==> config.mk <==
export PLATFORM = sky130hd
export DESIGN_NAME = slpcg_top
export DESIGN_NICKNAME = d
export VERILOG_FILES = /design/src/hw/slpcg_pkg.sv /design/src/hw/slpcg_top.sv
export VERILOG_INCLUDE_DIRS = /design/src /design/src/hw
export SDC_FILE = /design/constraint.sdc
export NUM_CORES = 1
export LEC_CHECK = 0
export BUFFER_PORTS_ARGS = -buffer_cell sky130_fd_sc_hd__buf_2
export CORE_UTILIZATION = 29
export CTS_BUF_LIST = sky130_fd_sc_hd__clkbuf_16
export DETAILED_ROUTE_END_ITERATION = 8
export MAX_ROUTING_LAYER = met4
export SLEW_MARGIN = 20
export SYNTH_ARGS = -nofsm -noshare
export SYNTH_HDL_FRONTEND = slang
export SYNTH_SLANG_ARGS = --single-unit
==> constraint.sdc <==
create_clock -name pclk -period 2.85 [get_ports pclk]
set_input_delay 0.4275 -clock pclk [delete_from_list [all_inputs] [get_ports pclk]]
set_output_delay 0.4275 -clock pclk [all_outputs]
set_load 0.02 [all_outputs]
==> src/hw/slpcg_defs.svh <==
// Offsets, field positions, reset values and timing counts of the block
`ifndef SLPCG_DEFS_SVH
`define SLPCG_DEFS_SVH
// Register indices as printed and byte addresses (0x010 plus index times four for the gate registers)
`define SLPCG_IDX_SLEEP_CTRL 8'h00
`define SLPCG_IDX_GEN_GATE 8'h00
`define SLPCG_IDX_ANA_GATE 8'h01
`define SLPCG_ADDR_SLEEP_CTRL 12'h000
`define SLPCG_ADDR_GEN_GATE 12'h010
`define SLPCG_ADDR_ANA_GATE 12'h014
`define SLPCG_ADDR_STATUS 12'h020
// Field positions
`define SLPCG_SEN_BIT 0
`define SLPCG_MODE_LSB 1
`define SLPCG_MODE_MSB 3
`define SLPCG_GEN_DMA 0
`define SLPCG_GEN_EVT 1
`define SLPCG_GEN_RTC 2
`define SLPCG_GEN_AES 4
`define SLPCG_GEN_USB 6
`define SLPCG_ANA_CMP 0
`define SLPCG_ANA_ADC 1
// Writable masks; other bits reserved, read zero
`define SLPCG_CTRL_MASK 8'h0F
`define SLPCG_GEN_MASK 8'h57
`define SLPCG_ANA_MASK 8'h03
`define SLPCG_RESET_VAL 8'h00
// Mode codes
`define SLPCG_IDLE_CODE 3'h0
`define SLPCG_POWER_DOWN_CODE 3'h2
`define SLPCG_POWER_SAVE_CODE 3'h3
`define SLPCG_STANDBY_CODE 3'h6
`define SLPCG_EXTENDED_STANDBY_CODE 3'h7
// Wake hold: four CPU cycles
`define SLPCG_WAKE_HOLD_CYCLES 3'h4
`endif

==> src/hw/slpcg_pkg.sv <==
// Types for the sleep and clock gating block
package slpcg_pkg;
    typedef enum logic [1:0]
    {
        SLPCG_ACTIVE = 2'b00,
        SLPCG_SLEEP = 2'b01,
        SLPCG_WAKE = 2'b10
    } slpcg_state_type;

    // Clock enables handed to the clock domains and peripherals
    typedef struct packed
    {
        logic cpu;
        logic per;
        logic rtc_bus;
        logic rtc_src;
        logic sys_src;
        logic usb;
        logic aes;
        logic evt;
        logic dma;
        logic adc;
        logic cmp;
    } slpcg_clken_type;

    typedef struct packed
    {
        slpcg_state_type state;
        logic [7:0] sleep_ctrl;
        logic [7:0] gen_gate;
        logic [7:0] ana_gate;
        logic [2:0] mode;
        logic [2:0] hold_cnt;
        slpcg_clken_type clken;
        logic adc_off;
        logic cmp_off;
        logic vref_keep;
        logic bod_sampled;
        logic inbuf_en;
        logic asleep;
        logic pready;
        logic [31:0] prdata;
    } slpcg_state_all_type;
endpackage : slpcg_pkg

==> src/hw/slpcg_top.sv <==
// Sleep mode controller and peripheral clock gating with APB registers
`include "slpcg_defs.svh"

module slpcg_top #(
    parameter int HOLD_CYCLES = 4
)
(
    input wire logic pclk,
    input wire logic presetn,
    input wire logic clk_en,
    // APB slave
    input wire logic psel,
    input wire logic penable,
    input wire logic pwrite,
    input wire logic [11:0] paddr,
    input wire logic [31:0] pwdata,
    input wire logic [3:0] pstrb,
    output logic pready,
    output logic [31:0] prdata,
    output logic pslverr,
    // Core and system side (same clock domain)
    input wire logic sleep_instr,
    input wire logic dma_enabled,
    input wire logic cmp_uses_vref,
    input wire logic debug_enabled,
    input wire logic irq_any,
    input wire logic irq_async_port,
    input wire logic irq_addr_match,
    input wire logic irq_usb_resume,
    input wire logic irq_rtc,
    // Clock enables and power controls
    output slpcg_pkg::slpcg_clken_type clken,
    output logic adc_force_off,
    output logic cmp_force_off,
    output logic vref_keep_on,
    output logic bod_sampled,
    output logic pin_inbuf_en,
    output logic asleep
);
    slpcg_pkg::slpcg_state_all_type st_r;
    slpcg_pkg::slpcg_state_all_type st_nxt;

    // Helper for decoding the selected mode
    function automatic logic mode_valid(input logic [2:0] m);
        mode_valid = (m == `SLPCG_IDLE_CODE) ||
            (m == `SLPCG_POWER_DOWN_CODE) ||
            (m == `SLPCG_POWER_SAVE_CODE) ||
            (m == `SLPCG_STANDBY_CODE) ||
            (m == `SLPCG_EXTENDED_STANDBY_CODE);
    endfunction : mode_valid

    logic access;
    logic [7:0] wbyte;
    logic [2:0] sel_mode;
    logic wake;
    logic in_sleep;
    logic idle_m;
    logic deep_m;
    logic keep_sys;
    logic keep_rtc;
    logic per_run;

    // Bus phase and byte 0 data
    assign access = psel && penable;
    assign wbyte = pwdata[7:0];
    assign sel_mode = st_r.sleep_ctrl[`SLPCG_MODE_MSB:`SLPCG_MODE_LSB];

    // Mode-dependent clock policy of the latched mode
    assign in_sleep = (st_r.state == slpcg_pkg::SLPCG_SLEEP);
    assign idle_m = (st_r.mode == `SLPCG_IDLE_CODE);
    assign deep_m = in_sleep && !idle_m;
    assign keep_sys = (st_r.mode == `SLPCG_STANDBY_CODE) ||
        (st_r.mode == `SLPCG_EXTENDED_STANDBY_CODE) ||
        idle_m || debug_enabled;
    assign keep_rtc = (st_r.mode == `SLPCG_POWER_SAVE_CODE) ||
        (st_r.mode == `SLPCG_EXTENDED_STANDBY_CODE) ||
        idle_m;

    // Wake sources allowed by the latched mode
    always_comb
    begin
        wake = irq_async_port || irq_addr_match || irq_usb_resume;
        if (idle_m)
        begin
            wake = wake || irq_any || irq_rtc;
        end
        else if (keep_rtc)
        begin
            wake = wake || irq_rtc;
        end
    end

    // Next state of every register
    always_comb
    begin
        st_nxt = st_r;
        st_nxt.pready = 1'b0;
        st_nxt.prdata = 32'h0000_0000;
        // Register reads, one cycle access
        if (psel && !penable)
        begin
            st_nxt.pready = 1'b1;
            case (paddr)
                `SLPCG_ADDR_SLEEP_CTRL:
                    st_nxt.prdata = {24'h00_0000, st_r.sleep_ctrl};
                `SLPCG_ADDR_GEN_GATE:
                    st_nxt.prdata = {24'h00_0000, st_r.gen_gate};
                `SLPCG_ADDR_ANA_GATE:
                    st_nxt.prdata = {24'h00_0000, st_r.ana_gate};
                `SLPCG_ADDR_STATUS:
                    st_nxt.prdata = {28'h000_0000, st_r.mode,
                        st_r.asleep};
                default:
                    st_nxt.prdata = 32'h0000_0000;
            endcase
        end
        if (access && st_r.pready && pwrite && pstrb[0])
        begin
            case (paddr)
                `SLPCG_ADDR_SLEEP_CTRL:
                    st_nxt.sleep_ctrl = wbyte & `SLPCG_CTRL_MASK;
                `SLPCG_ADDR_GEN_GATE:
                begin
                    st_nxt.gen_gate = wbyte & `SLPCG_GEN_MASK;
                    // DMA gate may rise only while DMA is off
                    if (dma_enabled && !st_r.gen_gate[`SLPCG_GEN_DMA])
                    begin
                        st_nxt.gen_gate[`SLPCG_GEN_DMA] = 1'b0;
                    end
                end
                `SLPCG_ADDR_ANA_GATE:
                    st_nxt.ana_gate = wbyte & `SLPCG_ANA_MASK;
                default:
                    st_nxt.sleep_ctrl = st_r.sleep_ctrl;
            endcase
        end
        // Sleep sequencing
        case (st_r.state)
            slpcg_pkg::SLPCG_ACTIVE:
            begin
                if (sleep_instr && st_r.sleep_ctrl[`SLPCG_SEN_BIT] &&
                    mode_valid(sel_mode))
                begin
                    st_nxt.state = slpcg_pkg::SLPCG_SLEEP;
                    st_nxt.mode = sel_mode;
                end
            end
            slpcg_pkg::SLPCG_SLEEP:
            begin
                if (wake)
                begin
                    st_nxt.state = slpcg_pkg::SLPCG_WAKE;
                    st_nxt.hold_cnt = 3'(HOLD_CYCLES - 1);
                end
            end
            slpcg_pkg::SLPCG_WAKE:
            begin
                if (st_r.hold_cnt == 3'h0)
                begin
                    st_nxt.state = slpcg_pkg::SLPCG_ACTIVE;
                    st_nxt.mode = `SLPCG_IDLE_CODE;
                end
                else
                begin
                    st_nxt.hold_cnt = st_r.hold_cnt - 3'h1;
                end
            end
            default:
                st_nxt.state = slpcg_pkg::SLPCG_ACTIVE;
        endcase
        // Clock enables from the present mode and gates
        per_run = !deep_m;
        st_nxt.asleep = (st_nxt.state != slpcg_pkg::SLPCG_ACTIVE);
        st_nxt.clken.cpu = (st_nxt.state ==
            slpcg_pkg::SLPCG_ACTIVE);
        st_nxt.clken.per = per_run;
        st_nxt.clken.sys_src = !in_sleep || keep_sys;
        st_nxt.clken.rtc_src = !in_sleep || keep_rtc;
        // Gates freeze each peripheral; absent ones do nothing
        st_nxt.clken.usb = per_run &&
            !st_r.gen_gate[`SLPCG_GEN_USB];
        st_nxt.clken.aes = per_run &&
            !st_r.gen_gate[`SLPCG_GEN_AES];
        st_nxt.clken.rtc_bus = per_run &&
            !st_r.gen_gate[`SLPCG_GEN_RTC];
        st_nxt.clken.evt = per_run &&
            !st_r.gen_gate[`SLPCG_GEN_EVT];
        st_nxt.clken.dma = per_run &&
            !st_r.gen_gate[`SLPCG_GEN_DMA];
        st_nxt.clken.adc = per_run &&
            !st_r.ana_gate[`SLPCG_ANA_ADC];
        st_nxt.clken.cmp = per_run &&
            !st_r.ana_gate[`SLPCG_ANA_CMP];
        // Analog and pin power in deep sleep
        st_nxt.adc_off = deep_m;
        st_nxt.cmp_off = deep_m;
        st_nxt.vref_keep = cmp_uses_vref;
        st_nxt.bod_sampled = deep_m;
        st_nxt.inbuf_en = per_run;
    end

    // State register with clock enable
    always_ff @(posedge pclk or negedge presetn)
    begin
        if (!presetn)
        begin
            st_r <= '0;
        end
        else if (clk_en)
        begin
            st_r <= st_nxt;
        end
    end

    // Outputs straight from flip-flops, except pslverr tied to zero
    assign pready = st_r.pready;
    assign prdata = st_r.prdata;
    assign pslverr = 1'b0;
    assign clken = st_r.clken;
    assign adc_force_off = st_r.adc_off;
    assign cmp_force_off = st_r.cmp_off;
    assign vref_keep_on = st_r.vref_keep;
    assign bod_sampled = st_r.bod_sampled;
    assign pin_inbuf_en = st_r.inbuf_en;
    assign asleep = st_r.asleep;
endmodule : slpcg_top

==> out/qor.yml, run 1 <==
final_cells: 358
drv_cap: 0
die_w_um: 89.7
yosysMostFrequentCell: "buf_4"
die-area_sq_um: 8050
p_sw_w: 0.000326
synth_edf_count: 0
finalCritPeriodShare_pct: 76.8
critPathMostFrequentCell: "or4_4"
crit_arrival_ns: 2.36
post_cts_buffers: 0
area_growth_pct: 13.3
ir_drop_uv: 179
finalNetCount: 323
dp.cells: 350
synth_top_cell_by_area: "dfrtp_1"
synth-async-reset-ratio_pct: 100
grt_pass1_wl_um: 7780
num_rows: 31
start_util_pct: 30.4
setup_viol: 0
tns_ns: 0
grt_max_degree: 41
cts_htree_levels: 2
ys.flop_type: "dfrtp_1"
fmax_mhz: 457
drtIter0Drc: 73
diodes: 0
cts_hold_buf: 0
p_int_w: 0.000941
synth_common_cells: "46 x buf_4, 40 x dfrtp_1, 22 x nor2_1"
gp_congestion: 0.802
final_util_pct: 34.5
core_sq_um: 7330
hold_viol_final: 0
p_clk_share_pct: 43.0
cp-start-kind: "primary input"
hold_path_class: "in -> async"
p_leak_nw: 1.25
power_density_nw_per_um2: 501
routed_wl_um: 4640
worst_pin_slew_ns: 0.896
numCtsBuffers: 5
power_w: 0.00127
ant_nets: 0
ys_types: 44
finClkSkew_ns: 0.00690
cp.required_ns: 3.02
worst_path_max_delay_cell: "or4_4"
slew_viol_final: 0
fin_ws_ns: 0.661
cts.sinks: 40
antenna_found_initial: 0
crit_path_max_fanout: 4
combPwrFrac_pct: 10.7
dieHeight_um: 89.7
yosysWarnings: 0
cts_resized: 0
clockBufferDepth: 2
switching_share_pct: 25.7
grt-ovfl-total: 0
portBuffers: 57
wire_per_inst_um: 13.0
yosys-top-cells-area: "dfrtp_1 45%, buf_4 15%, mux2i_1 4.5%, nor2_1 3.7%, mux2_2 3.5%"
synthCells: 218
ys_ff_latch: 40
pwr-share-seq_pct: 46.3
worstSetupPathType: "in -> reg"
relSlewSlack_pct: 40.3
synth_area_per_cell_sq_um: 10.2
ys_seq_area_share_pct: 44.9
status: "completed"
clkSlewWorstSetupHoldPaths_ns: 0.06
pin_count: 114
num_vias: 1607
dp_hpwl_um: 3540
rsz0062_at_grt: "no"
synth_top_area_share_pct: 44.9
clk-insertion-delay-late_ns: 0.28
cp_top_family: "simple AND/OR/NAND/NOR gates"
cp_num_buf_inv: 1
cts_tree: "yes"
syn-cell-area_sq_um: 2230
pre_cts_ws_ns: 0.371
period_needed_ns: 2.19
worstSetupEndpointType: "register"
cts_root_buffer: "clkbuf_16"
vias_per_cell: 4.49
grt_usage_pct: 12.8
grt_pass1_vias: 1569
crit_path_cell_trace: "buf_2 > or4_4 > or4_4 > or3_4 > mux2_4"
drive_gt1_share_pct: 32.0
max_stage_delay_ns: 0.55
drc: 0
first_pass_iters: 4
[power by group through the flow]
stage	sequential [W]	combinational [W]	clock [W]
CTS	0.000587	0.000137	0.000561
global route	0.000588	0.000148	0.000589
global placement	0.000597	0.000136	0
finish	0.000587	0.000136	0.000545
floorplan	0.000600	0.000114	0
detailed placement	0.000597	0.000137	0
[sequential cells by signal, summed over array words and instances (netlist names)]
signal	cells
st_r	16
pready	1
prdata	6
bod_sampled	1
sel_mode	3
pin_inbuf_en	1
vref_keep_on	1
asleep	1
clken	10
[metal layers]
metal	wire length [um]	up-vias	global-route usage, %
met4	43	0	3.69
li1	-	767	-
met3	234	7	3.13
met5	0	-	-
met2	2120	67	19.9
met1	2240	766	16.5
[per-stage QoR]
stage	cell area, sq um	hold WS, ns
after global routing	2530	0.350
after global placement	2380	0.487
after floorplan	2330	0.132
final	2530	0.270
after detailed placement	2380	0.490
after CTS	2530	0.315
[final cells by class]
| type | instances | area, sq um |
|---|---|---|
| clock buffer | 5 | 125 |
| clock inverter | 3 | 18.8 |
| fill | 762 | 4800 |
| inverter | 8 | 30.0 |
| multi-input combinational | 144 | 930 |
| sequential | 40 | 1000 |
| tap | 99 | 124 |
| timing repair buffer | 59 | 300 |
[cells by family (layout without fill, tap and decap cells)]
family / after synthesis / count (layout) / share of synthesized area [%]
other: 1 / 27 / 0.168
AND/OR/NAND/NOR: 57 / 57 / 13.6
adder cells (fa/ha/maj): 2 / 2 / 1.12
buffers and inverters: 60 / 75 / 17.8
AO/OA/AOI/OAI: 37 / 37 / 11.7
flip-flops: 40 / 40 / 44.9
multiplexers: 21 / 21 / 10.7
[final timing paths]
check | cells past startpoint | slack (ns) | startpoint | endpoint
setup reg to reg | 4 | 1.05 | pready$_DFFE_PN0P_ | sel_mode[1]$_DFFE_PN0P_
hold reg to reg | 1 | 0.50 | prdata[0]$_DFFE_PN0P_ | prdata[0]$_DFFE_PN0P_
hold / removal | 1 | 0.27 | presetn | pready$_DFFE_PN0P_
min in group pclk | 2 | 0.36 | penable | pready$_DFFE_PN0P_
setup / recovery | 5 | 0.66 | paddr[9] | sel_mode[1]$_DFFE_PN0P_
max in group asynchronous | 1 | 2.02 | presetn | clken[7]$_DFFE_PN0P_
[layout by cell type, fill, tap and decap left out, types with 2 or more instances in the layout]
| master | count |
|---|---|
| nand2_1 | 8 |
| or4_1 | 2 |
| ha_1 | 2 |
| inv_1 | 7 |
| nor3_1 | 3 |
| a32o_1 | 4 |
| nor2b_1 | 2 |
| nand3_1 | 2 |
| mux2i_1 | 10 |
| mux2_4 | 4 |
| mux2_2 | 7 |
| nand3b_1 | 2 |
| a21oi_1 | 13 |
| buf_4 | 2 |
| clkbuf_16 | 5 |
| o21ai_0 | 3 |
| buf_2 | 57 |
| or3_1 | 3 |
| clkinv_1 | 2 |
| conb_1 | 27 |
| clkinvlp_4 | 2 |
| nor4_1 | 2 |
| dfrtp_1 | 40 |
| and3_1 | 2 |
| nand2b_1 | 2 |
| a22o_1 | 2 |
| nor2_1 | 22 |
| o22ai_1 | 2 |
| o2bb2ai_1 | 2 |
| or4_4 | 2 |
No activity file was read; power rests on OpenSTA's default activity.
==> run 2, diff against run 1 <==
==> constraint.sdc (replaced) <==
create_clock -name pclk -period 1.79 [get_ports pclk]
set_input_delay 0.2685 -clock pclk [delete_from_list [all_inputs] [get_ports pclk]]
set_output_delay 0.2685 -clock pclk [all_outputs]
set_load 0.02 [all_outputs]
==> out/qor.yml, run 2 (same netlist as run 1, synthesis figures left out) <==
status: "finished with violations"
violations: "negative setup slack"
start_util_pct: 30.4  # unchanged
setup_viol: 4  # +4
power_w: 0.00201  # +59%
wire_per_inst_um: 12.5  # -3.2%
dieHeight_um: 89.7  # unchanged
worstSetupPathType: "in -> reg"
drv_cap: 0  # unchanged
fin_ws_ns: -0.0673  # -0.728 ns
routed_wl_um: 4610  # -0.54%
area_growth_pct: 17.5
dp.cells: 361  # +3.1%
drive_gt1_share_pct: 35.3  # +3.3 points
crit_path_cell_trace: "buf_6 > or4_4 > or4_4 > or3_4 > mux2_4"
worst_path_max_delay_cell: "or4_4"
grt_usage_pct: 12.6  # -0.20 points
pin_count: 114  # unchanged
first_pass_iters: 4  # unchanged
finClkSkew_ns: 0.00596  # -0.000936 ns
ir_drop_uv: 310  # +73%
vias_per_cell: 4.43  # -1.3%
crit_arrival_ns: 2.02  # -0.34 ns
drtIter0Drc: 52  # -29%
ant_nets: 0  # unchanged
hold_viol_final: 0  # unchanged
die-area_sq_um: 8050  # unchanged
num_vias: 1631  # +1.5%
final_cells: 368  # +2.8%
dp_hpwl_um: 3610  # +2.0%
finalCritPeriodShare_pct: 104
p_leak_nw: 1.30  # +4.6%
cp.required_ns: 1.95  # -1.07 ns
cts_tree: "yes"
largest_reg_flops: 16  # unchanged
clk-insertion-delay-late_ns: 0.28  # about the same
finalNetCount: 334  # +3.4%
slew_viol_final: 0  # unchanged
post_cts_buffers: 0  # unchanged
cp-start-kind: "primary input"
max_stage_delay_ns: 0.53  # -0.02 ns
core_sq_um: 7330  # unchanged
hold_path_class: "in -> async"
gp_congestion: 0.821  # +2.4%
final_common_cell: "buf_2"
fmax_mhz: 538
r2r_setup_slack_ns: -0.02  # -1.07 ns
grt-ovfl-total: 0  # unchanged
antenna_found_initial: 0  # unchanged
stdcell_area_sq_um: 2620  # +3.7%
critPathMostFrequentCell: "or4_4"
numCtsBuffers: 5  # unchanged
cts.sinks: 40  # unchanged
grt_max_degree: 41  # unchanged
period_needed_ns: 1.86
cts_root_buffer: "clkbuf_16"
num_rows: 31  # unchanged
crit_path_max_fanout: 4  # unchanged
clockBufferDepth: 2  # unchanged
worst_pin_slew_ns: 0.513  # -0.383 ns
drc: 0  # unchanged
cts_htree_levels: 2  # unchanged
worstSetupEndpointType: "register"
dpl_cell_area_sq_um: 2470  # +3.6%
portBuffers: 57  # unchanged
diodes: 0  # unchanged
die_w_um: 89.7  # unchanged
power_density_nw_per_um2: 768  # +53%
top_register: "st_r"
final_cell_mix: "56 x buf_2, 40 x dfrtp_1, 27 x conb_1"
rsz0062_at_grt: "yes"
grt_pass1_vias: 1595  # +1.7%
relSlewSlack_pct: 65.8  # +26 points
clkSlewWorstSetupHoldPaths_ns: 0.06  # about the same
final_util_pct: 35.8  # +1.3 points
grt_pass1_wl_um: 7870  # +1.1%
==> run 2: per-stage QoR <==
| stage | hold WS (ns) | worst slack [ns] | TNS, ns |
|---|---|---|---|
| floorplan | -0.0271 | -0.229 | -0.914 |
| global placement | 0.358 | -0.346 | -3.72 |
| detailed placement | 0.368 | -0.354 | -3.84 |
| CTS | 0.0721 | -0.0613 | -0.234 |
| global route | 0.0922 | -0.0968 | -0.367 |
| finish | 0.0444 | -0.0673 | -0.251 |
==> run 2: cell type report <==
type                       instances  area, sq um
fill                             742         4710
clock buffer                       5          125
tap                               99          124
sequential                        40         1000
multi-input combinational        144          940
inverter                           8         30.0
clock inverter                     2         12.5
timing repair buffer              70          389
==> run 2: report_power, final <==
group          internal (W)  total [W]  switching [W]
Sequential         0.000923   0.000933     0.00000929
Combinational     0.0000777   0.000234       0.000156
Clock              0.000505   0.000845       0.000340
Total               0.00151    0.00201       0.000505
==> run 2: per-layer routing <==
layer,global-route usage [%],wire [um],vias up
met5,-,0,-
met1,16.1,2150,792
met3,3.47,211,7
li1,-,-,784
met2,19.3,2200,48
met4,3.83,58,0
==> run 2: worst paths after layout <==
kind | from | cells past startpoint | end
max | paddr[9] | 5 | st_r[72]$_DFFE_PN0P_
min | presetn | 2 | prdata[4]$_DFFE_PN0P_
max reg2reg | pready$_DFFE_PN0P_ | 4 | st_r[72]$_DFFE_PN0P_
min reg2reg | prdata[1]$_DFFE_PN0P_ | 1 | prdata[1]$_DFFE_PN0P_
max in group asynchronous | presetn | 2 | clken[2]$_DFFE_PN0P_
min in group pclk | cmp_uses_vref | 2 | vref_keep_on$_DFFE_PN0P_
==> run 2: critical path, delay by kind of cell <==
kind | cells | cell delay [ns]
buffers and inverters | 1 | 0.09
multiplexers | 1 | 0.31
AND/OR/NAND/NOR | 3 | 1.35
==> run 2: repair_timing <==
item                                    CTS  global route
endpoints found under the setup margin    6             4
hold buffers                              0             0
gates resized for setup                   2             0
==> run 3, diff against run 2 <==
--- a/config.mk
+++ b/config.mk
@@ -7,10 +7,13 @@
 export NUM_CORES = 1
 export LEC_CHECK = 0
 export BUFFER_PORTS_ARGS = -buffer_cell sky130_fd_sc_hd__buf_2
-export CORE_UTILIZATION = 29
-export CTS_BUF_LIST = sky130_fd_sc_hd__clkbuf_16
+export CELL_PAD_IN_SITES_DETAIL_PLACEMENT = 1
+export CELL_PAD_IN_SITES_GLOBAL_PLACEMENT = 2
+export CORE_UTILIZATION = 24
+export CTS_BUF_LIST = sky130_fd_sc_hd__clkbuf_8
 export DETAILED_ROUTE_END_ITERATION = 8
 export MAX_ROUTING_LAYER = met4
+export PLACE_DENSITY_LB_ADDON = 0.1
 export SLEW_MARGIN = 20
 export SYNTH_ARGS = -nofsm -noshare
 export SYNTH_HDL_FRONTEND = slang
==> out/qor.yml, run 3 (same netlist as run 1, synthesis figures left out) <==
nFillCells: 1047  # +41%
cts_htree_levels: 2  # unchanged
tns_ns: -0.223  # +0.0286 ns
violations: "design-rule violations, negative setup slack"
cts.sinks: 40  # unchanged
antenna_found_initial: 0  # unchanged
drv_cap: 0  # unchanged
status: "finished with violations"
crit_path_max_fanout: 4  # unchanged
relSlewSlack_pct: 65.9  # +0.13 points
num_rows: 34  # +9.7%
dp.cells: 378  # +4.7%
grt-ovfl-total: 0  # unchanged
die_w_um: 98.4  # +9.7%
ir_drop_uv: 253  # -18%
worst_r2r_startpoint: "pready$_DFFE_PN0P_"
period_needed_ns: 1.85  # -0.00678 ns
worst_pin_slew_ns: 0.511  # -0.00200 ns
first_pass_iters: 8  # +4
rsz0062_at_grt: "yes"
hold_viol_final: 0  # unchanged
clkSlewWorstSetupHoldPaths_ns: 0.09  # +0.03 ns
final_cells: 388  # +5.4%
pin_count: 114  # unchanged
final_common_cell: "buf_2"
largest_reg_flops: 16  # unchanged
p_leak_nw: 1.33  # +2.1%
hold_path_class: "in -> reg"
die-area_sq_um: 9680  # +20%
start_util_pct: 25.2  # -5.2 points
dp_hpwl_um: 4500  # +25%
portBuffers: 57  # unchanged
grt_pass1_vias: 1742  # +9.2%
cp_top_family: "simple AND/OR/NAND/NOR gates"
gp_congestion: 0.718  # -13%
drc: 6  # +6
diodes: 0  # unchanged
numCtsBuffers: 5  # unchanged
wire_per_inst_um: 14.9  # +19%
num_vias: 1675  # +2.7%
ant_nets: 0  # unchanged
core_sq_um: 8850  # +21%
cp_num_buf_inv: 1  # unchanged
slew_viol_final: 0  # unchanged
drive_gt1_share_pct: 37.5  # +2.2 points
pre_cts_ws_ns: -0.379  # -0.0244 ns
vias_per_cell: 4.32  # -2.6%
setup_viol: 4  # unchanged
clk-insertion-delay-late_ns: 0.29  # about the same
top_register: "st_r"
finClkSkew_ns: 0.0110  # +0.00508 ns
area_growth_pct: 19.2
grt_usage_pct: 12.8  # +0.22 points
grt_max_degree: 23  # -44%
drtIter0Drc: 60  # +15%
min-delay-start: "pwdata[6]"
worstSetupPathType: "in -> reg"
crit_path_cell_trace: "buf_6 > or4_4 > or4_4 > or3_4 > mux2_4"
fmax_mhz: 540  # +0.37%
max_stage_delay_ns: 0.54  # about the same
dieHeight_um: 98.4  # +9.7%
worst_path_max_delay_cell: "or4_4"
fin_ws_ns: -0.0605  # +0.00678 ns
power_density_nw_per_um2: 673  # -12%
cp.required_ns: 1.97  # +0.02 ns
cp-start-kind: "primary input"
crit_start: "paddr[9]"
grt_pass1_wl_um: 9180  # +17%
final_cell_mix: "56 x buf_2, 40 x dfrtp_1, 27 x conb_1"
worstSetupEndpointType: "register"
cts_root_buffer: "clkbuf_8"
finalCritPeriodShare_pct: 103  # -0.38 points
clockBufferDepth: 2  # unchanged
finalNetCount: 344  # +3.0%
critPathMostFrequentCell: "or4_4"
cts_tree: "yes"
crit_arrival_ns: 2.03  # about the same
fin_hold_ws_ns: 0.198  # +0.154 ns
routed_wl_um: 5780  # +25%
-- run 3: changes by cell type in the layout (fill, tap and decap cells not counted) --
cell | before | now
clkinvlp_4 | 1 | 0
clkinv_4 | 0 | 1
dlygate4sd3_1 | 0 | 1
clkbuf_8 | 0 | 5
buf_4 | 13 | 22
clkbuf_16 | 5 | 0
clkinv_2 | 1 | 2
-- run 3: repair_timing --
action / in CTS / in global routing
buffers inserted: 1 / 0
gates resized for setup: 1 / 1
endpoints found under the setup margin: 4 / 6
pin swaps: 0 / 1
hold buffers: 1 / 0
hold endpoints to repair: 20 / 0
-- run 3: final timing paths --
check,to,slack (ns),depth (start not counted)
max in group asynchronous,st_r[52]$_DFFE_PN0P_,0.74,3
min in group asynchronous,st_r[70]$_DFFE_PN0P_,0.47,2
worst max-delay path,sel_mode[1]$_DFFE_PN0P_,-0.06,5
worst max register to register,sel_mode[1]$_DFFE_PN0P_,-0.01,4
worst min-delay path,st_r[70]$_DFFE_PN0P_,0.20,2
worst min register to register,prdata[2]$_DFFE_PN0P_,0.50,1
-- run 3: final cells by class --
cell class	count	area [sq um]	share of cell area [%]
tap	108	135	5.08
clock buffer	5	68.8	2.59
multi-input combinational	144	940	35.3
clock inverter	3	18.8	0.706
inverter	8	30.0	1.13
timing repair buffer	80	467	17.5
sequential	40	1000	37.6
-- run 3: where the power goes --
group / total (W) / internal (W) / leakage (nW) / switching, W
logic: 0.000244 / 0.0000813 / 0.793 / 0.000163
clock network: 0.000614 / 0.000272 / 0.0479 / 0.000342
registers: 0.000931 / 0.000922 / 0.490 / 0.00000968
total: 0.00179 / 0.00128 / 1.33 / 0.000515
-- run 3: per-stage QoR --
step                      utilization, %  cell area (sq um)  total power (W)
final                               30.1               2660          0.00179
after floorplan                        -               2330          0.00114
after global placement              28.7               2540          0.00119
after CTS                           30.0               2650          0.00183
after detailed placement            28.7               2540          0.00119
after global routing                30.1               2660          0.00188
-- run 3: worst register-to-register path: cells and delay by family, from the launching register on --
kind | cells | cell delay (ns)
DFF | 1 | 0.35
muxes | 1 | 0.31
and+or+nand+nor | 3 | 1.04
-- run 3: routing by layer --
metal / vias to the layer above / part of all wire [%] / global-route usage (%) / wire (um)
met5: - / 0 / - / 0
met2: 37 / 50 / 21.2 / 2870
met1: 819 / 46 / 15.9 / 2660
met4: 0 / 0.99 / 3.44 / 57
met3: 5 / 3.2 / 2.62 / 183
li1: 814 / - / - / -
